==> config.mk <==
export PLATFORM = sky130hd
export DESIGN_NAME = twisl_top
export DESIGN_NICKNAME = d
export VERILOG_FILES = /design/src/logic/twisl_pkg.sv /design/src/logic/twisl_top.sv /design/src/logic/twisl_glitch_filter.sv
export SDC_FILE = /design/constraint.sdc
export NUM_CORES = 1
export LEC_CHECK = 0
export BUFFER_PORTS_ARGS = -buffer_cell sky130_fd_sc_hd__buf_2
export CAP_MARGIN = 20
export CORE_ASPECT_RATIO = 1.4
export CORE_UTILIZATION = 49
export DETAILED_ROUTE_END_ITERATION = 8
export GPL_TIMING_DRIVEN = 0
export MAX_ROUTING_LAYER = met4
export PLACE_DENSITY = 0.81
export SETUP_SLACK_MARGIN = 0.05
export SLEW_MARGIN = 20
export SYNTH_ARGS = -nofsm -noshare
export SYNTH_HDL_FRONTEND = slang
export SYNTH_SLANG_ARGS = --single-unit
==> constraint.sdc <==
create_clock -name mclk -period 2.3 [get_ports mclk]
set_input_delay 0.115 -clock mclk [delete_from_list [all_inputs] [get_ports mclk]]
set_output_delay 0.115 -clock mclk [all_outputs]
set_load 0.02 [all_outputs]
==> src/logic/twisl_pkg.sv <==
/*
 * twisl_pkg: register offsets, reset values, control field positions,
 * interrupt source codes, filter timing and the slave state type.
 * Assumes a 10 MHz core clock and special-function-register style access.
 */
`default_nettype none

package twisl_pkg;
    // register offsets on the special-function-register port
    localparam logic [7:0] OFS_SLAVE_ADDRESS_ONE   = 8'h9B;
    localparam logic [7:0] OFS_SLAVE_ADDRESS_TWO   = 8'h91;
    localparam logic [7:0] OFS_SLAVE_ADDRESS_THREE = 8'h92;
    localparam logic [7:0] OFS_SLAVE_ADDRESS_FOUR  = 8'h93;
    localparam logic [7:0] OFS_SERIAL_BYTE_BUFFER  = 8'h9A;
    localparam logic [7:0] OFS_TWI_CONTROL_REG     = 8'hE8;

    // values after reset
    localparam logic [7:0] RST_SLAVE_ADDRESS_ONE   = 8'h55;
    localparam logic [7:0] RST_SLAVE_ADDRESS_OTHER = 8'h00;
    localparam logic [7:0] RST_SERIAL_BYTE_BUFFER  = 8'h00;

    // control register bit positions
    localparam int BIT_DATA_DRIVE_VALUE  = 7;
    localparam int BIT_DATA_DRIVE_ENABLE = 6;
    localparam int BIT_CLOCK_DRIVE_VALUE = 5;
    localparam int BIT_DATA_SAMPLE       = 4;
    localparam int BIT_IRQ_SOURCE_HI     = 5;
    localparam int BIT_IRQ_SOURCE_LO     = 4;
    localparam int BIT_MASTER_SELECT     = 3;
    localparam int BIT_INTERFACE_RESET   = 2;
    localparam int BIT_TRANSFER_DIR      = 1;
    localparam int BIT_TWI_IRQ_FLAG      = 0;

    // interrupt source codes
    localparam logic [1:0] SRC_START_MATCH  = 2'h0;
    localparam logic [1:0] SRC_RESTART_MATCH = 2'h1;
    localparam logic [1:0] SRC_USER_DATA    = 2'h2;
    localparam logic [1:0] SRC_STOP         = 2'h3;

    // spike filter timing
    localparam int SPIKE_WIDTH_NS = 50;
    localparam int MCLK_PERIOD_NS = 100;
    localparam int SPIKE_CYC_RAW  = (SPIKE_WIDTH_NS + MCLK_PERIOD_NS - 1) / MCLK_PERIOD_NS;
    localparam int SPIKE_CYCLES   = (SPIKE_CYC_RAW < 1) ? 1 : SPIKE_CYC_RAW;

    localparam logic [3:0] BITS_PER_BYTE = 4'h8;

    typedef enum logic [3:0] {
        S_IDLE, S_ADDR, S_ADDR_ACK, S_WAIT, S_RX, S_RX_ACK, S_TX, S_TX_ACK, S_HALT
    } twisl_state_t;
endpackage

`default_nettype wire

==> src/logic/twisl_top.sv <==
/*
 * twisl_top: two-wire interface with software master (bit-banged lines)
 * and a hardware slave answering four addresses with clock stretching.
 * Assumes a single-cycle register port from the core and open-drain
 * pads resolved outside from the output enables.
 */
// How it works
// data access loads/returns byte, clears flag
// second data access per interrupt halts controller
// fourth address register, writable, resets zero
// slave answers any of four addresses
// spikes under fifty nanoseconds are filtered
// master-select bit enables software master mode
// data pin follows drive value when enabled
// master mode clock pin always driven
// sample bit latches data on clock rise
// software sequences start, bytes, acks, stop
// slave default; active only both selects clear
// flag set after start, address, direction
// interrupt needs own and global enable
// interrupt request after each acked byte
// first byte shows address plus direction
// direction bit mirrors master read/write bit
// clock held low until flag cleared
// flag per acked byte; nack none
// stop or nack returns slave to idle
// interface reset bit forces idle
// two-bit source code for each interrupt
// address compared to all four registers
`timescale 1ns/10ps
`default_nettype none

module twisl_top
    import twisl_pkg::*;
(
    input  wire logic       mclk,
    input  wire logic       reset,
    input  wire logic       clkEn,
    input  wire logic [7:0] sfrAddr,
    input  wire logic       sfrWrEn,
    input  wire logic       sfrRdEn,
    input  wire logic [7:0] sfrWdata,
    output var  logic [7:0] sfrRdata,
    input  wire logic       serialPeriphSelect,
    input  wire logic       twiIrqEnable,
    input  wire logic       globalIrqEnable,
    output var  logic       irqReq,
    input  wire logic       serialDataPinIn,
    output var  logic       serialDataPinOut,
    output var  logic       serialDataPinOe,
    input  wire logic       serialClockPinIn,
    output var  logic       serialClockPinOut,
    output var  logic       serialClockPinOe
);
    import twisl_pkg::*;

    logic [7:0]   slaveAddressOne_q;
    logic [7:0]   slaveAddressTwo_q;
    logic [7:0]   slaveAddressThree_q;
    logic [7:0]   slaveAddressFour_q;
    logic [7:0]   serialByteBuffer_q;
    logic         dataDriveValue_q;
    logic         dataDriveEnable_q;
    logic         clockDriveValue_q;
    logic         dataSampleBit_q;
    logic         masterSelect_q;
    logic         interfaceReset_q;
    logic         transferDirection_q;
    logic         twiIrqFlag_q;
    logic [1:0]   irqSource_q;
    logic         serviced_q;
    twisl_state_t state_q;
    logic [7:0]   shift_q;
    logic [3:0]   bitCnt_q;
    logic         ackBit_q;
    logic         restart_q;
    logic         sdaClean;
    logic         sclClean;
    logic         sdaPrev_q;
    logic         sclPrev_q;
    logic         sclRise;
    logic         sclFall;
    logic         startSeen;
    logic         stopSeen;
    logic         slaveOn;
    logic         dataAccess;
    logic         haltNow;
    logic         addrMatch;
    logic         flagSet;
    logic [1:0]   flagSrc;

    twisl_glitch_filter #(.STABLE_CYC(SPIKE_CYCLES)) u_sda_filter (
        .mclk     (mclk),
        .reset    (reset),
        .clkEn    (clkEn),
        .pinRaw   (serialDataPinIn),
        .pinClean (sdaClean)
    );

    twisl_glitch_filter #(.STABLE_CYC(SPIKE_CYCLES)) u_scl_filter (
        .mclk     (mclk),
        .reset    (reset),
        .clkEn    (clkEn),
        .pinRaw   (serialClockPinIn),
        .pinClean (sclClean)
    );

    always_ff @(posedge mclk) begin
        if (reset) begin
            sdaPrev_q <= 1'b1;
            sclPrev_q <= 1'b1;
        end else if (clkEn) begin
            sdaPrev_q <= sdaClean;
            sclPrev_q <= sclClean;
        end
    end

    assign sclRise    = sclClean & ~sclPrev_q;
    assign sclFall    = ~sclClean & sclPrev_q;
    assign startSeen  = sclClean & sclPrev_q & sdaPrev_q & ~sdaClean;
    assign stopSeen   = sclClean & sclPrev_q & ~sdaPrev_q & sdaClean;
    assign slaveOn    = ~serialPeriphSelect & ~masterSelect_q;
    assign dataAccess = clkEn & (sfrWrEn | sfrRdEn) & (sfrAddr == OFS_SERIAL_BYTE_BUFFER);
    // a second data access after the flag is already gone
    assign haltNow    = dataAccess & ~twiIrqFlag_q & serviced_q & slaveOn;
    assign addrMatch  = (shift_q[7:1] == slaveAddressOne_q[6:0])
                      | (shift_q[7:1] == slaveAddressTwo_q[6:0])
                      | (shift_q[7:1] == slaveAddressThree_q[6:0])
                      | (shift_q[7:1] == slaveAddressFour_q[6:0]);

    // register writes
    always_ff @(posedge mclk) begin
        if (reset) begin
            slaveAddressOne_q   <= RST_SLAVE_ADDRESS_ONE;
            slaveAddressTwo_q   <= RST_SLAVE_ADDRESS_OTHER;
            slaveAddressThree_q <= RST_SLAVE_ADDRESS_OTHER;
            slaveAddressFour_q  <= RST_SLAVE_ADDRESS_OTHER;
            dataDriveValue_q    <= 1'b0;
            dataDriveEnable_q   <= 1'b0;
            clockDriveValue_q   <= 1'b1;
            masterSelect_q      <= 1'b0;
            interfaceReset_q    <= 1'b0;
        end else if (clkEn && sfrWrEn) begin
            case (sfrAddr)
                OFS_SLAVE_ADDRESS_ONE:   slaveAddressOne_q   <= sfrWdata;
                OFS_SLAVE_ADDRESS_TWO:   slaveAddressTwo_q   <= sfrWdata;
                OFS_SLAVE_ADDRESS_THREE: slaveAddressThree_q <= sfrWdata;
                OFS_SLAVE_ADDRESS_FOUR:  slaveAddressFour_q  <= sfrWdata;
                OFS_TWI_CONTROL_REG: begin
                    dataDriveValue_q  <= sfrWdata[BIT_DATA_DRIVE_VALUE];
                    dataDriveEnable_q <= sfrWdata[BIT_DATA_DRIVE_ENABLE];
                    clockDriveValue_q <= sfrWdata[BIT_CLOCK_DRIVE_VALUE];
                    masterSelect_q    <= sfrWdata[BIT_MASTER_SELECT];
                    interfaceReset_q  <= sfrWdata[BIT_INTERFACE_RESET];
                end
                default: ;
            endcase
        end
    end

    // sample bit only tracks the pin while software is receiving
    always_ff @(posedge mclk) begin
        if (reset) begin
            dataSampleBit_q <= 1'b0;
        end else if (clkEn && !dataDriveEnable_q && sclRise) begin
            dataSampleBit_q <= sdaClean;
        end
    end

    // register reads, answered one cycle after the strobe
    always_ff @(posedge mclk) begin
        if (reset) begin
            sfrRdata <= 8'h00;
        end else if (clkEn && sfrRdEn) begin
            case (sfrAddr)
                OFS_SLAVE_ADDRESS_ONE:   sfrRdata <= slaveAddressOne_q;
                OFS_SLAVE_ADDRESS_TWO:   sfrRdata <= slaveAddressTwo_q;
                OFS_SLAVE_ADDRESS_THREE: sfrRdata <= slaveAddressThree_q;
                OFS_SLAVE_ADDRESS_FOUR:  sfrRdata <= slaveAddressFour_q;
                OFS_SERIAL_BYTE_BUFFER:  sfrRdata <= serialByteBuffer_q;
                OFS_TWI_CONTROL_REG: begin
                    // bits 5:4 are shared: master lines or slave source code
                    sfrRdata <= {dataDriveValue_q, dataDriveEnable_q,
                                 masterSelect_q ? {clockDriveValue_q, dataSampleBit_q} : irqSource_q,
                                 masterSelect_q, interfaceReset_q, transferDirection_q, twiIrqFlag_q};
                end
                default: sfrRdata <= 8'h00;
            endcase
        end
    end

    // slave sequencer
    always_ff @(posedge mclk) begin
        if (reset) begin
            state_q             <= S_IDLE;
            shift_q             <= 8'h00;
            bitCnt_q            <= 4'h0;
            ackBit_q            <= 1'b1;
            restart_q           <= 1'b0;
            transferDirection_q <= 1'b0;
            flagSet             <= 1'b0;
            flagSrc             <= SRC_START_MATCH;
        end else if (clkEn) begin
            flagSet <= 1'b0;
            if (!slaveOn || interfaceReset_q) begin
                state_q <= S_IDLE;
            end else if (state_q == S_HALT) begin
                state_q <= S_HALT;
            end else if (haltNow) begin
                state_q <= S_HALT;
            end else if (stopSeen && state_q != S_IDLE) begin
                if (state_q != S_ADDR) begin
                    flagSet <= 1'b1;
                    flagSrc <= SRC_STOP;
                end
                state_q <= S_IDLE;
            end else if (startSeen) begin
                restart_q <= (state_q != S_IDLE);
                bitCnt_q  <= 4'h0;
                state_q   <= S_ADDR;
            end else begin
                case (state_q)
                    S_IDLE: ;
                    S_ADDR, S_RX: begin
                        if (sclRise) begin
                            shift_q  <= {shift_q[6:0], sdaClean};
                            bitCnt_q <= bitCnt_q + 4'h1;
                        end else if (sclFall && bitCnt_q == BITS_PER_BYTE) begin
                            if (state_q == S_RX) begin
                                state_q <= S_RX_ACK;
                            end else if (addrMatch) begin
                                transferDirection_q <= shift_q[0];
                                state_q             <= S_ADDR_ACK;
                            end else begin
                                state_q <= S_IDLE;
                            end
                        end
                    end
                    S_ADDR_ACK, S_RX_ACK: begin
                        if (sclFall) begin
                            flagSet <= 1'b1;
                            flagSrc <= (state_q == S_RX_ACK) ? SRC_USER_DATA
                                     : (restart_q ? SRC_RESTART_MATCH : SRC_START_MATCH);
                            state_q <= S_WAIT;
                        end
                    end
                    S_WAIT: begin
                        if (!twiIrqFlag_q && !flagSet) begin
                            bitCnt_q <= 4'h0;
                            shift_q  <= serialByteBuffer_q;
                            state_q  <= transferDirection_q ? S_TX : S_RX;
                        end
                    end
                    S_TX: begin
                        if (sclFall) begin
                            shift_q  <= {shift_q[6:0], 1'b1};
                            bitCnt_q <= bitCnt_q + 4'h1;
                            if (bitCnt_q == BITS_PER_BYTE - 4'h1) begin
                                state_q <= S_TX_ACK;
                            end
                        end
                    end
                    S_TX_ACK: begin
                        if (sclRise) begin
                            ackBit_q <= sdaClean;
                        end else if (sclFall) begin
                            if (!ackBit_q) begin
                                flagSet <= 1'b1;
                                flagSrc <= SRC_USER_DATA;
                                state_q <= S_WAIT;
                            end else begin
                                state_q <= S_IDLE;
                            end
                        end
                    end
                    default: state_q <= S_IDLE;
                endcase
            end
        end
    end

    // byte buffer: software write, received byte, or address byte
    always_ff @(posedge mclk) begin
        if (reset) begin
            serialByteBuffer_q <= RST_SERIAL_BYTE_BUFFER;
        end else if (clkEn) begin
            if (sfrWrEn && sfrAddr == OFS_SERIAL_BYTE_BUFFER) begin
                serialByteBuffer_q <= sfrWdata;
            end else if (sclFall && bitCnt_q == BITS_PER_BYTE && slaveOn && !interfaceReset_q
                         && (state_q == S_RX || (state_q == S_ADDR && addrMatch))
                         && !startSeen && !stopSeen && !haltNow) begin
                serialByteBuffer_q <= shift_q;
            end
        end
    end

    // interrupt flag: a new event wins over a clearing access
    always_ff @(posedge mclk) begin
        if (reset) begin
            twiIrqFlag_q <= 1'b0;
            irqSource_q  <= SRC_START_MATCH;
            serviced_q   <= 1'b0;
        end else if (clkEn) begin
            if (!slaveOn || interfaceReset_q) begin
                twiIrqFlag_q <= 1'b0;
                serviced_q   <= 1'b0;
            end else if (flagSet) begin
                twiIrqFlag_q <= 1'b1;
                irqSource_q  <= flagSrc;
                serviced_q   <= 1'b0;
            end else if (dataAccess) begin
                twiIrqFlag_q <= 1'b0;
                serviced_q   <= 1'b1;
            end
        end
    end

    // request stays up until the flag or an enable drops; vectoring is the core's job
    always_ff @(posedge mclk) begin
        if (reset) begin
            irqReq <= 1'b0;
        end else if (clkEn) begin
            irqReq <= twiIrqFlag_q & twiIrqEnable & globalIrqEnable;
        end
    end

    // pad drivers; slave only ever pulls low
    always_ff @(posedge mclk) begin
        if (reset) begin
            serialDataPinOut  <= 1'b1;
            serialDataPinOe   <= 1'b0;
            serialClockPinOut <= 1'b1;
            serialClockPinOe  <= 1'b0;
        end else if (clkEn) begin
            if (masterSelect_q && !serialPeriphSelect) begin
                serialClockPinOe  <= 1'b1;
                serialClockPinOut <= clockDriveValue_q;
                serialDataPinOe   <= dataDriveEnable_q;
                serialDataPinOut  <= dataDriveValue_q;
            end else begin
                serialClockPinOut <= 1'b0;
                serialDataPinOut  <= 1'b0;
                serialClockPinOe  <= slaveOn && !interfaceReset_q && state_q == S_WAIT;
                serialDataPinOe   <= slaveOn && !interfaceReset_q
                                   && (state_q == S_ADDR_ACK || state_q == S_RX_ACK
                                       || (state_q == S_TX && !shift_q[7]));
            end
        end
    end
endmodule // twisl_top

`default_nettype wire

==> src/logic/twisl_glitch_filter.sv <==
/*
 * twisl_glitch_filter: two-flop synchroniser followed by a stability
 * filter; the output follows the pin only after it has held a level for
 * more than STABLE_CYC clocks. Assumes the pin is asynchronous to mclk.
 */
`timescale 1ns/10ps
`default_nettype none

module twisl_glitch_filter #(
    parameter int STABLE_CYC = 1
) (
    input  wire logic mclk,
    input  wire logic reset,
    input  wire logic clkEn,
    input  wire logic pinRaw,
    output var  logic pinClean
);
    localparam int CW = $clog2(STABLE_CYC + 2);

    logic          sync1_q;
    logic          sync2_q;
    logic [CW-1:0] stableCnt_q;

    if (STABLE_CYC < 1) begin : g_bad_stable
        $error("twisl_glitch_filter: STABLE_CYC must be at least 1");
    end

    always_ff @(posedge mclk) begin
        if (reset) begin
            sync1_q <= 1'b1;
            sync2_q <= 1'b1;
        end else if (clkEn) begin
            sync1_q <= pinRaw;
            sync2_q <= sync1_q;
        end
    end

    // bus idles high, so the filter starts high
    always_ff @(posedge mclk) begin
        if (reset) begin
            stableCnt_q <= '0;
            pinClean    <= 1'b1;
        end else if (clkEn) begin
            if (sync2_q == pinClean) begin
                stableCnt_q <= '0;
            end else if (stableCnt_q >= CW'(STABLE_CYC)) begin
                pinClean    <= sync2_q;
                stableCnt_q <= '0;
            end else begin
                stableCnt_q <= stableCnt_q + CW'(1);
            end
        end
    end
endmodule // twisl_glitch_filter

`default_nettype wire

# --- Yosys cells after proc, flatten, opt, wreduce, memory -nomap -nowiden ---
# Index checks and enable logic that the tools add are counted.
classes:
  n_addsub: 3
  magnitude_cmp: 2
  n_eq_ne: 44
  n_mux: 66
  bitwise: 35
  n_reduce_logical: 60
op_table:
  columns: ["cell", "count"]
  rows:
  - ["$mux W4", 17]
  - ["$ne A7 B7 Y1 const B", 8]
  - ["$eq A8 B8 Y1 const B", 6]
  - ["$pmux W8 S6", 1]
  - ["$mux W8", 5]
  - ["$mux W2", 16]
  - ["$eq A7 B7 Y1", 4]
  - ["$pmux W4 S6", 1]
  - ["$pmux W8 S3", 1]
  - ["$reduce_and A11 Y1", 2]
  - ["$mux W1", 21]
  - ["$ne A3 B3 Y1 const B", 7]
  - ["$eq A4 B3 Y1 const B", 5]
  - ["$logic_and A1 B1 Y1", 20]
  - ["$reduce_and A10 Y1", 2]
  - ["$not A1 Y1", 16]
  - ["$and A1 B1 Y1", 15]
  - ["$reduce_and A2 Y1", 7]
  - ["$pmux W4 S3", 1]
  - ["$logic_not A1 Y1", 10]
  - ["$reduce_and A3 Y1", 3]
  - ["$reduce_and A9 Y1", 1]
  - ["$reduce_bool A3 Y1", 3]
  - ["$eq A4 B2 Y1 const B", 2]
  - ["other kinds (21)", 36]
word_totals:
  ff_bits: 97
  input_bits: 26
  output_inout_bits: 13

# --- Logic depth before layout (Yosys ltp) ---
# Gate-level depths: netlist of the first run.
logic_depth:
  word_depth: 14
  ltp_mapped: 9
  depth_no_buf: 8

# --- Hierarchy ---
# A second synthesis of the first run with hierarchy kept.
unflattened:
  cells_unflattened: 583
  area_unflattened_um2: 5263.8
modules_own_cells:
  columns: ["mod", "n_inst", "cells_each", "area_each_um2", "seq_area_each_um2"]
  rows:
  - ["twisl_top", 1, 541, 4808.4, 1741.7]
  - ["twisl_glitch_filter", 2, 21, 227.7, 100.1]

# --- Worst setup path after synthesis of the first run ---
# Ideal clock, no wire load.
synth_path:
  path_kind: "flip-flop to flip-flop"
  startpoint: "register masterSelect_q"
  endpoint: "register shift_q[5]"
  setup_ns: 0.140
  arrival_time_ns: 2.045
  required_ns: 2.160
  slack_ns: 0.115
  path_stages_with_launch: 10
  n_path_buf: 3
  synth_period_minus_slack_ns: 2.185
  path_cell_list: "dfxtp_1 buf_6 or4b_4 nor4_4 nor2_1 and4_1 buf_2 buf_6 nor2_1 a211oi_2"
synth_via:
  elab_chain_cells: 6
  elab_cells_between_ends: 8
  classes_between: "bitwise (5); reduce/logical (3)"
synth_rtl:
  columns: ["item", "line_no", "rtl"]
  rows:
  - ["start, declared", "twisl_top.sv:66", "logic masterSelect_q;"]
  - ["start signal, assigned", "twisl_top.sv:153", "masterSelect_q <= sfrWdata[BIT_MASTER_SELECT];"]
  - ["$not A1 Y1 *", "twisl_top.sv:122", "assign slaveOn = ~serialPeriphSelect & ~masterSelect_q;"]
  - ["$and A1 B1 Y1 *", "twisl_top.sv:122", null]
  - ["$logic_not A1 Y1", "twisl_top.sv:205", "if (!slaveOn || interfaceReset_q) begin"]
  - ["$logic_or A1 B1 Y1", "twisl_top.sv:205", null]
  - ["$not A1 Y1 (no line)", null, null]
  - ["$reduce_and A10 Y1 (no line) *", null, null]
  - ["end signal, assigned", "twisl_top.sv:226", "shift_q <= {shift_q[6:0], sdaClean};"]
  - ["end signal, assigned", "twisl_top.sv:250", "shift_q <= serialByteBuffer_q;"]
  - ["end signal, assigned", "twisl_top.sv:256", "shift_q <= {shift_q[6:0], 1'b1};"]
  - ["end, declared", "twisl_top.sv:73", "logic [7:0] shift_q;"]
# Mark *: on every way between the ends. The rest lies on a longest branch, timed or not.
# A chain may end at the register's enable or synchronous reset.

# --- Final worst setup path of the first run ---
layout_path:
  startpoint: "register u_scl_filter.pinClean"
  endpoint: "register state_q[2]"
layout_via:
  elab_chain_cells: 8
  elab_cells_between_ends: 25
  classes_between: "eq/ne (9); mux (5); bitwise (8); reduce/logical (3)"
layout_rtl:
  columns: ["item", "line_no", "rtl"]
  rows:
  - ["start, declared", "twisl_glitch_filter.sv:16", "output var logic pinClean"]
  - ["start signal, assigned", "twisl_glitch_filter.sv:47", "pinClean <= sync2_q;"]
  - ["$and A1 B1 Y1", "twisl_top.sv:120, twisl_top.sv:121", null]
  - ["$and A1 B1 Y1 (on tied branches) (2 in series)", "twisl_top.sv:120, twisl_top.sv:121", null]
  - ["$mux W4 or $logic_and A1 B1 Y1 (tied branches)", "twisl_top.sv:217, twisl_top.sv:211", null]
  - ["$mux W4", "twisl_top.sv:211", "end else if (stopSeen && state_q != S_IDLE) begin"]
  - ["$mux W4", "twisl_top.sv:209", "end else if (haltNow) begin"]
  - ["$mux W4", "twisl_top.sv:207", "end else if (state_q == S_HALT) begin"]
  - ["$mux W4", "twisl_top.sv:205", null]
  - ["end signal, assigned", "twisl_top.sv:251", "state_q <= transferDirection_q ? S_TX : S_RX;"]
  - ["end, declared", "twisl_top.sv:72", "twisl_state_t state_q;"]
# Several ways; a longest one is shown, not always the timed one.

==> metrics.txt, run 1 <==
leak pwr 2.29 nW; Fin. Hold Viols 0; hpwl dp 10700 um; vias per cell 6.28; status complete, no violations; placed cell area 5460 um2; max_cap viols 0; DRT Wirelength 15400 um; antenna violations before repair 0; core area 10000 um2; first-pass GRT wire length 23600 um; Ys Warns 0; critical path data required time 2.57 ns; ANT cells 0; Post-synth EDFFs 0; Min-Delay Path Class input pin to register; worst-case hold path end point irqReq; Worst Tran Pin Value 0.963 ns; Final setup viols 0; clock slew at reported path FFs 0.07 ns; Final ANT Viol Nets 0; crit path DAT 2.51 ns; Worst R2R Path Depth 6; R2R Setup Slk 0.06 ns; largest cells by area after synthesis dfxtp_1 38%, mux2i_1 11%, nor2_1 5.1%; Tot GR Track Use 29.8%; syn avg cell area 8.99 um2; DR WL/cell 20.2 um; CTS buffer count 9; Synth area leader dfxtp_1; clk root buf clkbuf_16; RSZ-0062 raised after global routing true; most frequent cells in the layout 93 x dfxtp_1, 66 x nor2_1, 57 x mux2i_1, 38 x buf_2, 31 x a21oi_1; # rows 43; min Tclk post-route 2.24 ns; post-synth top area share 38.0%; worst slack at placement -0.331 ns; fin nets 654; post-route setup TNS 0 ns; pwr/cell area 575 nW/um2; Syn Std Cell Area 5110 um2; Yosys cell types 64; post-layout instance area 5940 um2; hold path depth 3; GP Congestion 0.965; startpoint types register; final setup margin 0.0626 ns; clk_lat worst skew 0.35 ns; synthesis-to-finish area growth 16.3%; vias in the first global route 4599; worst-case clock buffer depth 2; Worst R2R Start u_scl_filter.pinClean; Residual DRC 0; Worst slew margin 35.3%; part of the Yosys area used for sequential elements 38.0%; net count after synthesis 598; clock sinks 97; GRT overflow 0; Syn Inst Count 568; Post-synth top flop dfxtp_1; IO Count 39; Tcrit/Tclk final 97.3%; Die Height 123 um; worst reg2reg endpoint state_q[2]; router iterations before antenna repair 5; H-tree levels 3; maximum vdd drop 0.519 mV; worst clock skew 0.00861 ns; largest net degree at the start of global routing 17; final slew viol count 0; Async S/R FF share, synth 0%; ratio of cells with drive above 1 in the final layout 17.2%; CTS tree done; #FFs+latches synth 97; Starting Density 51.1%; Via Count 4788; chip width 88.3 um; CP Class register to register; die area 10800 um2; FMAX 0.447 GHz; initial drt markers 455; commonest non-fill, non-tap cell in the layout dfxtp_1; CP max FO 7; HP Start twiIrqEnable; port bufs 36; Worst setup EP type register
## registers in the layout, indices dropped and copies added (netlist names), 2 cells and up
register and cells:
serialByteBuffer_q 8, sfrRdata 8, shift_q 8, slaveAddressFour_q 8, slaveAddressOne_q 8, slaveAddressThree_q 8
slaveAddressTwo_q 8, bitCnt_q 4, state_q 4, flagSrc 2, irqSource_q 2, u_scl_filter.stableCnt_q 2
u_sda_filter.stableCnt_q 2
## cells by family after synthesis
logic type | after synthesis | share of synthesized area, %
compound gates | 128 | 18.8
mux | 59 | 11.6
buf+inv | 60 | 4.90
xor+xnor | 31 | 5.31
simple gates | 189 | 20.4
fa+ha+maj | 4 | 0.980
flops | 97 | 38.0
## stage by stage
step                instances  hold WS [ns]  total power, W  util (%)
finish                    763        0.0576         0.00342      59.4
global route              763        0.0725         0.00350      59.4
CTS                       761        0.0499         0.00339      58.5
detailed placement        739         0.331         0.00200      54.5
global placement          739         0.322         0.00199      54.5
floorplan                 568         0.233         0.00190         -
## Yosys cell counts (all sizes together) (8+ instances only)
cell / n
clkbuf: 26
a211o: 11
a311oi: 8
a31o: 9
mux2i: 57
nand2: 21
a221oi: 9
xnor2: 29
dfxtp: 97
nor3: 10
nor2: 69
inv: 20
o21ai: 14
buf: 13
nand3: 17
a22oi: 17
or3: 8
nor2b: 14
nand2b: 9
a211oi: 10
a21oi: 32
## layout make-up
cell class	count	area [um2]
clock inverter	5	38.8
inverter	21	78.8
buffer	37	176
tap	135	169
sequential	97	1950
multi-input combinational	411	3030
clock buffer	10	239
timing repair buffer	47	268
fill	899	4060
## metal layers
| layer | global-route usage, % | vias up | wire, um |
|---|---|---|---|
| li1 | - | 2169 | - |
| met1 | 33.6 | 2307 | 5780 |
| met2 | 48.8 | 245 | 7560 |
| met3 | 4.57 | 67 | 1040 |
| met4 | 18.9 | 0 | 1010 |
| met5 | - | - | 0 |
## power breakdown
part / internal (W) / leakage [nW] / switching (W)
sequential: 0.00170 / 0.787 / 0.0000173
clock: 0.000765 / 0.135 / 0.000666
combinational: 0.0000889 / 1.37 / 0.000177
total: 0.00256 / 2.29 / 0.000860
## critical path: stages, from the launching register on
cell       delay, ns
dfxtp_1         0.38
nand2b_4        0.21
or3_1           0.43
a32oi_2         0.33
a2111oi_4       0.16
or4_1           0.52
a21oi_1         0.13
## worst max path at each step
stage	cells past startpoint	slack, ns	startpoint	to
global placement	6	-0.30	state_q[3]	state_q[2]
global route	7	-0.02	state_q[0]	state_q[1]
detailed placement	5	-0.33	u_sda_filter.pinClean	bitCnt_q[2]
CTS	6	0.009	state_q[1]	state_q[2]
floorplan	9	0.11	masterSelect_q	shift_q[5]
finish	6	0.06	u_scl_filter.pinClean	state_q[2]
## repair_timing
item	4_1_cts	5_1_grt
hold endpoints to repair	2	0
setup buffers	6	3
resized for setup	10	20
gates cloned	0	0
setup endpoints to repair	23	28
hold buffers	2	0
pin swaps	5	4
Note: power is estimated with default switching activity, not from simulation.
==> inputs of run 2 (changes only) <==
--- a/config.mk
+++ b/config.mk
@@ -12,7 +12,7 @@
 export DETAILED_ROUTE_END_ITERATION = 8
 export GPL_TIMING_DRIVEN = 0
 export MAX_ROUTING_LAYER = met4
-export PLACE_DENSITY = 0.81
+export PLACE_DENSITY = 0.7
 export SETUP_SLACK_MARGIN = 0.05
 export SLEW_MARGIN = 20
 export SYNTH_ARGS = -nofsm -noshare
==> run 2 against run 1 <==
  * Sequential share of layout area down 0.58 points
  * Sequential cell count did not move
  * Final area up 1.8%
  * Utilization increased by 1.1 points
  * First-iteration DRC count decreased by 25%
  * Cell count up 0.26%
  * Routed wire length decreased by 1.0%
  * Clock-buffer cell count decreased by 1
  * Combinational power hardly changed
==> metrics.txt, run 2 (same netlist as run 1, synthesis figures left out) <==
status complete, no violations (unchanged); Residual DRC 0 (unchanged); ratio of cells with drive above 1 in the final layout 17.6% (was 17.2%); final slew viol count 0 (unchanged); hpwl dp 10900 um (was 10700 um); Worst R2R Start masterSelect_q (was u_scl_filter.pinClean); worst slack at placement -0.316 ns (was -0.331 ns); Min-Delay Path Class input pin to register (unchanged); startpoint types register (unchanged); Die Height 123 um (unchanged); largest net degree at the start of global routing 17 (unchanged); Worst Tran Pin Value 1.07 ns (was 0.963 ns); core area 10000 um2 (unchanged); first-pass GRT wire length 24000 um (was 23600 um); Crit path buffers/inverters 1 (was 0); DP Cell Count 739 (unchanged); R2R Setup Slk 0.06 ns (about the same); clock sinks 97 (unchanged); hold path depth 3 (unchanged); Via Count 4639 (was 4788); GRT overflow 0 (unchanged); Worst R2R Path Depth 6 (unchanged); Worst slew margin 28.0% (was 35.3%); # rows 43 (unchanged); initial drt markers 339 (was 455); vias in the first global route 4624 (was 4599); Final setup viols 0 (unchanged); Final ANT Viol Nets 0 (unchanged); chip width 88.3 um (unchanged); CP top delay family simple AND/OR/NAND/NOR gates (unchanged); max_cap viols 0 (unchanged); antenna violations before repair 0 (unchanged); Pint 0.00286 W (was 0.00256 W); DRT Wirelength 15200 um (was 15400 um); placed cell area 5460 um2 (unchanged); final setup margin 0.0591 ns (was 0.0626 ns); Worst setup EP type register (unchanged); crit path DAT 2.53 ns (was 2.51 ns); CP Class register to register (unchanged); register share of total power 46.3% (was 50.3%); CP cell instances or4b_4, nor4_4, buf_4, a2111oi_4, or4_1, a21oi_2 (was nand2b_4, or3_1, a32oi_2, a2111oi_4, or4_1, a21oi_1); WHS 0.0407 ns (was 0.0576 ns); GP Congestion 0.955 (was 0.965); clk root buf clkbuf_16 (unchanged); switching pwr 0.000854 W (was 0.000860 W); CP max FO 7 (unchanged); critical path data required time 2.59 ns (was 2.57 ns); FMAX 0.446 GHz (was 0.447 GHz); port bufs 36 (unchanged); vias per cell 6.06 (was 6.28); pwr/cell area 613 nW/um2 (was 575 nW/um2); CTS tree done (unchanged); combinational power share 7.1% (was 7.8%); CTS buffer count 9 (unchanged); leak pwr 2.34 nW (was 2.29 nW); Sw Ratio 23.0% (was 25.2%); maximum vdd drop 0.443 mV (was 0.519 mV); ANT cells 0 (unchanged); HP Start globalIrqEnable (was twiIrqEnable); RSZ-0062 raised after global routing true (unchanged); Critical Path Stages 6 (unchanged); H-tree levels 3 (unchanged); clk_lat worst skew 0.35 ns (about the same); die area 10800 um2 (unchanged); commonest non-fill, non-tap cell in the layout dfxtp_1 (unchanged); fin cells 765 (was 763); worst clock skew 0.00670 ns (was 0.00861 ns); Tcrit/Tclk final 97.4% (was 97.3%); fin nets 656 (was 654); IO Count 39 (unchanged); post-layout instance area 6050 um2 (was 5940 um2); worst-case clock buffer depth 2 (unchanged); Critical Path Slowest Stage Cell or4_1 (unchanged); Tot GR Track Use 30.7% (was 29.8%); crit-path max cell delay 0.54 ns (was 0.52 ns); min Tclk post-route 2.24 ns (about the same); Fin. Hold Viols 0 (unchanged); DR WL/cell 19.9 um (was 20.2 um); router iterations before antenna repair 7 (was 5); clock slew at reported path FFs 0.07 ns (about the same); Starting Density 51.1% (unchanged); synthesis-to-finish area growth 18.4% (was 16.3%); most frequent cells in the layout 95 x dfxtp_1, 66 x nor2_1, 57 x mux2i_1, 40 x buf_2, 30 x a21oi_1 (was 93 x dfxtp_1, 66 x nor2_1, 57 x mux2i_1, 38 x buf_2, 31 x a21oi_1); worst-case hold path end point irqReq (unchanged); Clk network pwr share 46.6% (was 41.9%); worst reg2reg endpoint state_q[2] (unchanged)
run 2: routing by layer:
layer	global-route usage (%)	part of all wire, %	wire length [um]	vias to the layer above
met2	52.4	52	7890	147
met3	4.03	3.9	594	68
li1	-	-	-	2177
met4	17.9	4.8	728	0
met1	33.8	40	6020	2247
met5	-	0	0	-
run 2: stage by stage:
stage	total power [W]	util (%)	setup TNS (ns)
after detailed placement	0.00200	54.5	-6.76
after CTS	0.00372	59.3	0
after floorplan	0.00190	-	0
final	0.00371	60.5	0
after global routing	0.00382	60.5	0
after global placement	0.00199	54.5	-5.84
run 2: power by group through the flow:
| stage | combinational, W | clock (W) | sequential (W) |
|---|---|---|---|
| global placement | 0.000240 | 0 | 0.00175 |
| global route | 0.000285 | 0.00182 | 0.00172 |
| finish | 0.000263 | 0.00173 | 0.00172 |
| CTS | 0.000254 | 0.00175 | 0.00172 |
| detailed placement | 0.000243 | 0 | 0.00175 |
| floorplan | 0.000129 | 0 | 0.00177 |
run 2: timing repair:
action / 4_1_cts / 5_1_grt
pin swaps: 7 / 9
setup buffers: 8 / 2
gates cloned: 0 / 1
setup endpoints to repair: 25 / 41
hold endpoints to repair: 2 / 0
hold buffers: 2 / 0
resized for setup: 12 / 24
run 2: worst register-to-register path: cells and delay by family (launching register included):
family,cells,cell delay [ns]
DFF,1,0.38
buffers and inverters,1,0.22
and+or+nand+nor,3,1.37
AOI/OAI and AO/OA,2,0.20
run 2: how the worst max path moves through the flow:
stage | start | to | slack, ns
2_1_floorplan | masterSelect_q | shift_q[5] | 0.11
3_3_place_gp | state_q[3] | state_q[2] | -0.34
3_5_place_dp | state_q[3] | state_q[2] | -0.32
4_1_cts | masterSelect_q | state_q[2] | 0.03
5_1_grt | masterSelect_q | state_q[2] | 0.006
6_report | masterSelect_q | state_q[2] | 0.06
run 2: cell type report:
type / instances / area [um2]
fillers: 923 / 3960
multi-input cells: 411 / 3030
flip-flops and latches: 97 / 1950
repair buffers: 49 / 300
clock buffers: 9 / 225
plain buffers: 37 / 181
well taps: 135 / 169
clock inverters: 6 / 116
inverters: 21 / 78.8
==> inputs of run 3 (changes only) <==
--- a/config.mk
+++ b/config.mk
@@ -10,7 +10,6 @@
 export CORE_ASPECT_RATIO = 1.4
 export CORE_UTILIZATION = 49
 export DETAILED_ROUTE_END_ITERATION = 8
-export GPL_TIMING_DRIVEN = 0
 export MAX_ROUTING_LAYER = met4
 export PLACE_DENSITY = 0.7
 export SETUP_SLACK_MARGIN = 0.05
==> run 3 against run 2 <==
  * Critical path depth up 1
  * Die area unchanged
  * Final area down 0.56%
  * Register-to-register slack better by 0.03 ns
  * Clock-buffer cell count unchanged
==> metrics.txt, run 3 (same netlist as run 1, synthesis figures left out) <==
# rows 43 (unchanged); Final ANT Viol Nets 0 (unchanged); clk root buf clkbuf_16 (unchanged); first-pass GRT wire length 21600 um (was 24000 um); Worst R2R Start state_q[0] (was masterSelect_q); area of the multi-input gates 2960 um2 (was 3030 um2); DP Cell Count 747 (was 739); clock sinks 97 (unchanged); clk_lat worst skew 0.35 ns (about the same); core area 10000 um2 (unchanged); die area 10800 um2 (unchanged); CTS tree done (unchanged); DRT Wirelength 13900 um (was 15200 um); startpoint types register (unchanged); Min-Delay Path Class input pin to register (unchanged); post-layout instance area 6020 um2 (was 6050 um2); max_cap viols 0 (unchanged); CTS buffer count 9 (unchanged); FF+latch area 1940 um2 (was 1950 um2); Worst Tran Pin Value 0.748 ns (was 1.07 ns); port bufs 38 (was 36); Final setup viols 0 (unchanged); router iterations before antenna repair 4 (was 7); Residual DRC 0 (unchanged); crit path from state_q[0] (was masterSelect_q); Tcrit/Tclk final 96.1% (was 97.4%); Tot GR Track Use 27.4% (was 30.7%); fin cells 764 (was 765); final setup margin 0.0898 ns (was 0.0591 ns); worst clock skew 0.00908 ns (was 0.00670 ns); crit-path max cell delay 0.54 ns (about the same); Worst slew margin 50.2% (was 28.0%); synthesis-to-finish area growth 17.8% (was 18.4%); setup bufs post-CTS 0 (was 8); maximum vdd drop 0.542 mV (was 0.443 mV); ratio of cells with drive above 1 in the final layout 20.3% (was 17.6%); ANT cells 0 (unchanged); initial drt markers 234 (was 339); fillers 911 (was 923); hold path depth 3 (unchanged); Worst setup EP type register (unchanged); CP max FO 7 (unchanged); R2R Setup Slk 0.09 ns (was 0.06 ns); Fin. Hold Viols 0 (unchanged); CP Class register to register (unchanged); H-tree levels 3 (unchanged); grt peak-use layer met2 (unchanged); leak pwr 2.39 nW (was 2.34 nW); CP top delay family simple AND/OR/NAND/NOR gates (unchanged); final slew viol count 0 (unchanged); met1 usage 29.2% (was 33.8%); HP Start globalIrqEnable (unchanged); status complete, no violations (unchanged); worst reg2reg endpoint state_q[1] (was state_q[2]); GRT overflow 0 (unchanged); routing usage on met2 48.3% (was 52.4%); worst-case hold path end point irqReq (unchanged); clock slew at reported path FFs 0.07 ns (about the same); crit path DAT 2.51 ns (was 2.53 ns); Starting Density 51.1% (unchanged); pwr/cell area 584 nW/um2 (was 613 nW/um2); Via Count 4503 (was 4639); Crit path buffers/inverters 1 (unchanged); DR WL/cell 18.1 um (was 19.9 um); worst slack at placement -0.0113 ns (was -0.316 ns); most frequent cells in the layout 95 x dfxtp_1, 69 x nor2_1, 57 x mux2i_1, 44 x buf_4, 38 x buf_2 (was 95 x dfxtp_1, 66 x nor2_1, 57 x mux2i_1, 40 x buf_2, 30 x a21oi_1); hpwl dp 10400 um (was 10900 um); chip width 88.3 um (unchanged); largest net degree at the start of global routing 44 (was 17); placed cell area 5650 um2 (was 5460 um2); total power 0.00351 W (was 0.00371 W); FMAX 0.452 GHz (was 0.446 GHz); worst-case clock buffer depth 2 (unchanged); commonest non-fill, non-tap cell in the layout dfxtp_1 (unchanged); antenna violations before repair 0 (unchanged); IO Count 39 (unchanged); CP cell instances buf_4, nor3_4, o211ai_4, or4_4, or3_1, a2111o_1, nand2_1 (was or4b_4, nor4_4, buf_4, a2111oi_4, or4_1, a21oi_2); vias per cell 5.89 (was 6.06); Die Height 123 um (unchanged); Worst R2R Path Depth 7 (was 6); vias in the first global route 4347 (was 4624); Critical Path Slowest Stage Cell or4_4 (was or4_1); post-route setup TNS 0 ns (unchanged); fin nets 655 (was 656); GP Congestion 0.956 (was 0.955); critical path data required time 2.60 ns (was 2.59 ns); M3 GR Usage 3.50% (was 4.03%); RSZ-0062 raised after global routing true (unchanged); min Tclk post-route 2.21 ns (was 2.24 ns)
-- run 3: cell count changes in the layout (fill, tap and decap cells not counted), sizes merged --
cell,change
clkinv,+2
bufinv,-2
buf,+25
clkbuf,-26
-- run 3: worst max path at each step --
stage / to / cells past startpoint
after detailed placement: state_q[1] / 7
final: state_q[1] / 7
after global placement: state_q[1] / 8
after CTS: state_q[1] / 8
after global routing: state_q[1] / 7
after floorplan: shift_q[5] / 9
-- run 3: tightest hold or removal path, stage by stage --
cell and delay [ns]:
buf_2 0.10, nand4_1 0.08, a21oi_1 0.06
-- run 3: layout make-up --
| type | count | area share (%) |
|---|---|---|
| timing repair buffer | 85 | 9.32 |
| inverter | 21 | 1.31 |
| sequential | 97 | 32.3 |
| clock inverter | 6 | 1.31 |
| clock buffer | 9 | 3.74 |
| tap | 135 | 2.81 |
| multi-input combinational | 411 | 49.2 |
-- run 3: power breakdown --
group	internal, W	total (W)	switching (W)
registers	0.00170	0.00172	0.0000153
clock network	0.000852	0.00155	0.000693
logic	0.0000954	0.000251	0.000156
total	0.00265	0.00351	0.000864
-- run 3: through the flow --
step / utilization, % / hold WS [ns]
after global placement: 56.5 / 0.325
after global routing: 60.1 / 0.0481
final: 60.1 / 0.0505
after CTS: 59.9 / 0.0409
after detailed placement: 56.5 / 0.332
after floorplan: - / 0.233
-- run 3: per-layer routing --
layer	part of all wire (%)	vias up
met2	53	118
met1	39	2173
li1	-	2178
met4	3.9	0
met3	3.7	34
met5	0	-
-- run 3: what timing repair did --
action	CTS	global route
cloned	0	0
hold buffers	2	0
pin swaps	1	3
gates resized for setup	2	7
setup endpoints to repair	4	11
endpoints found under the hold margin	2	0
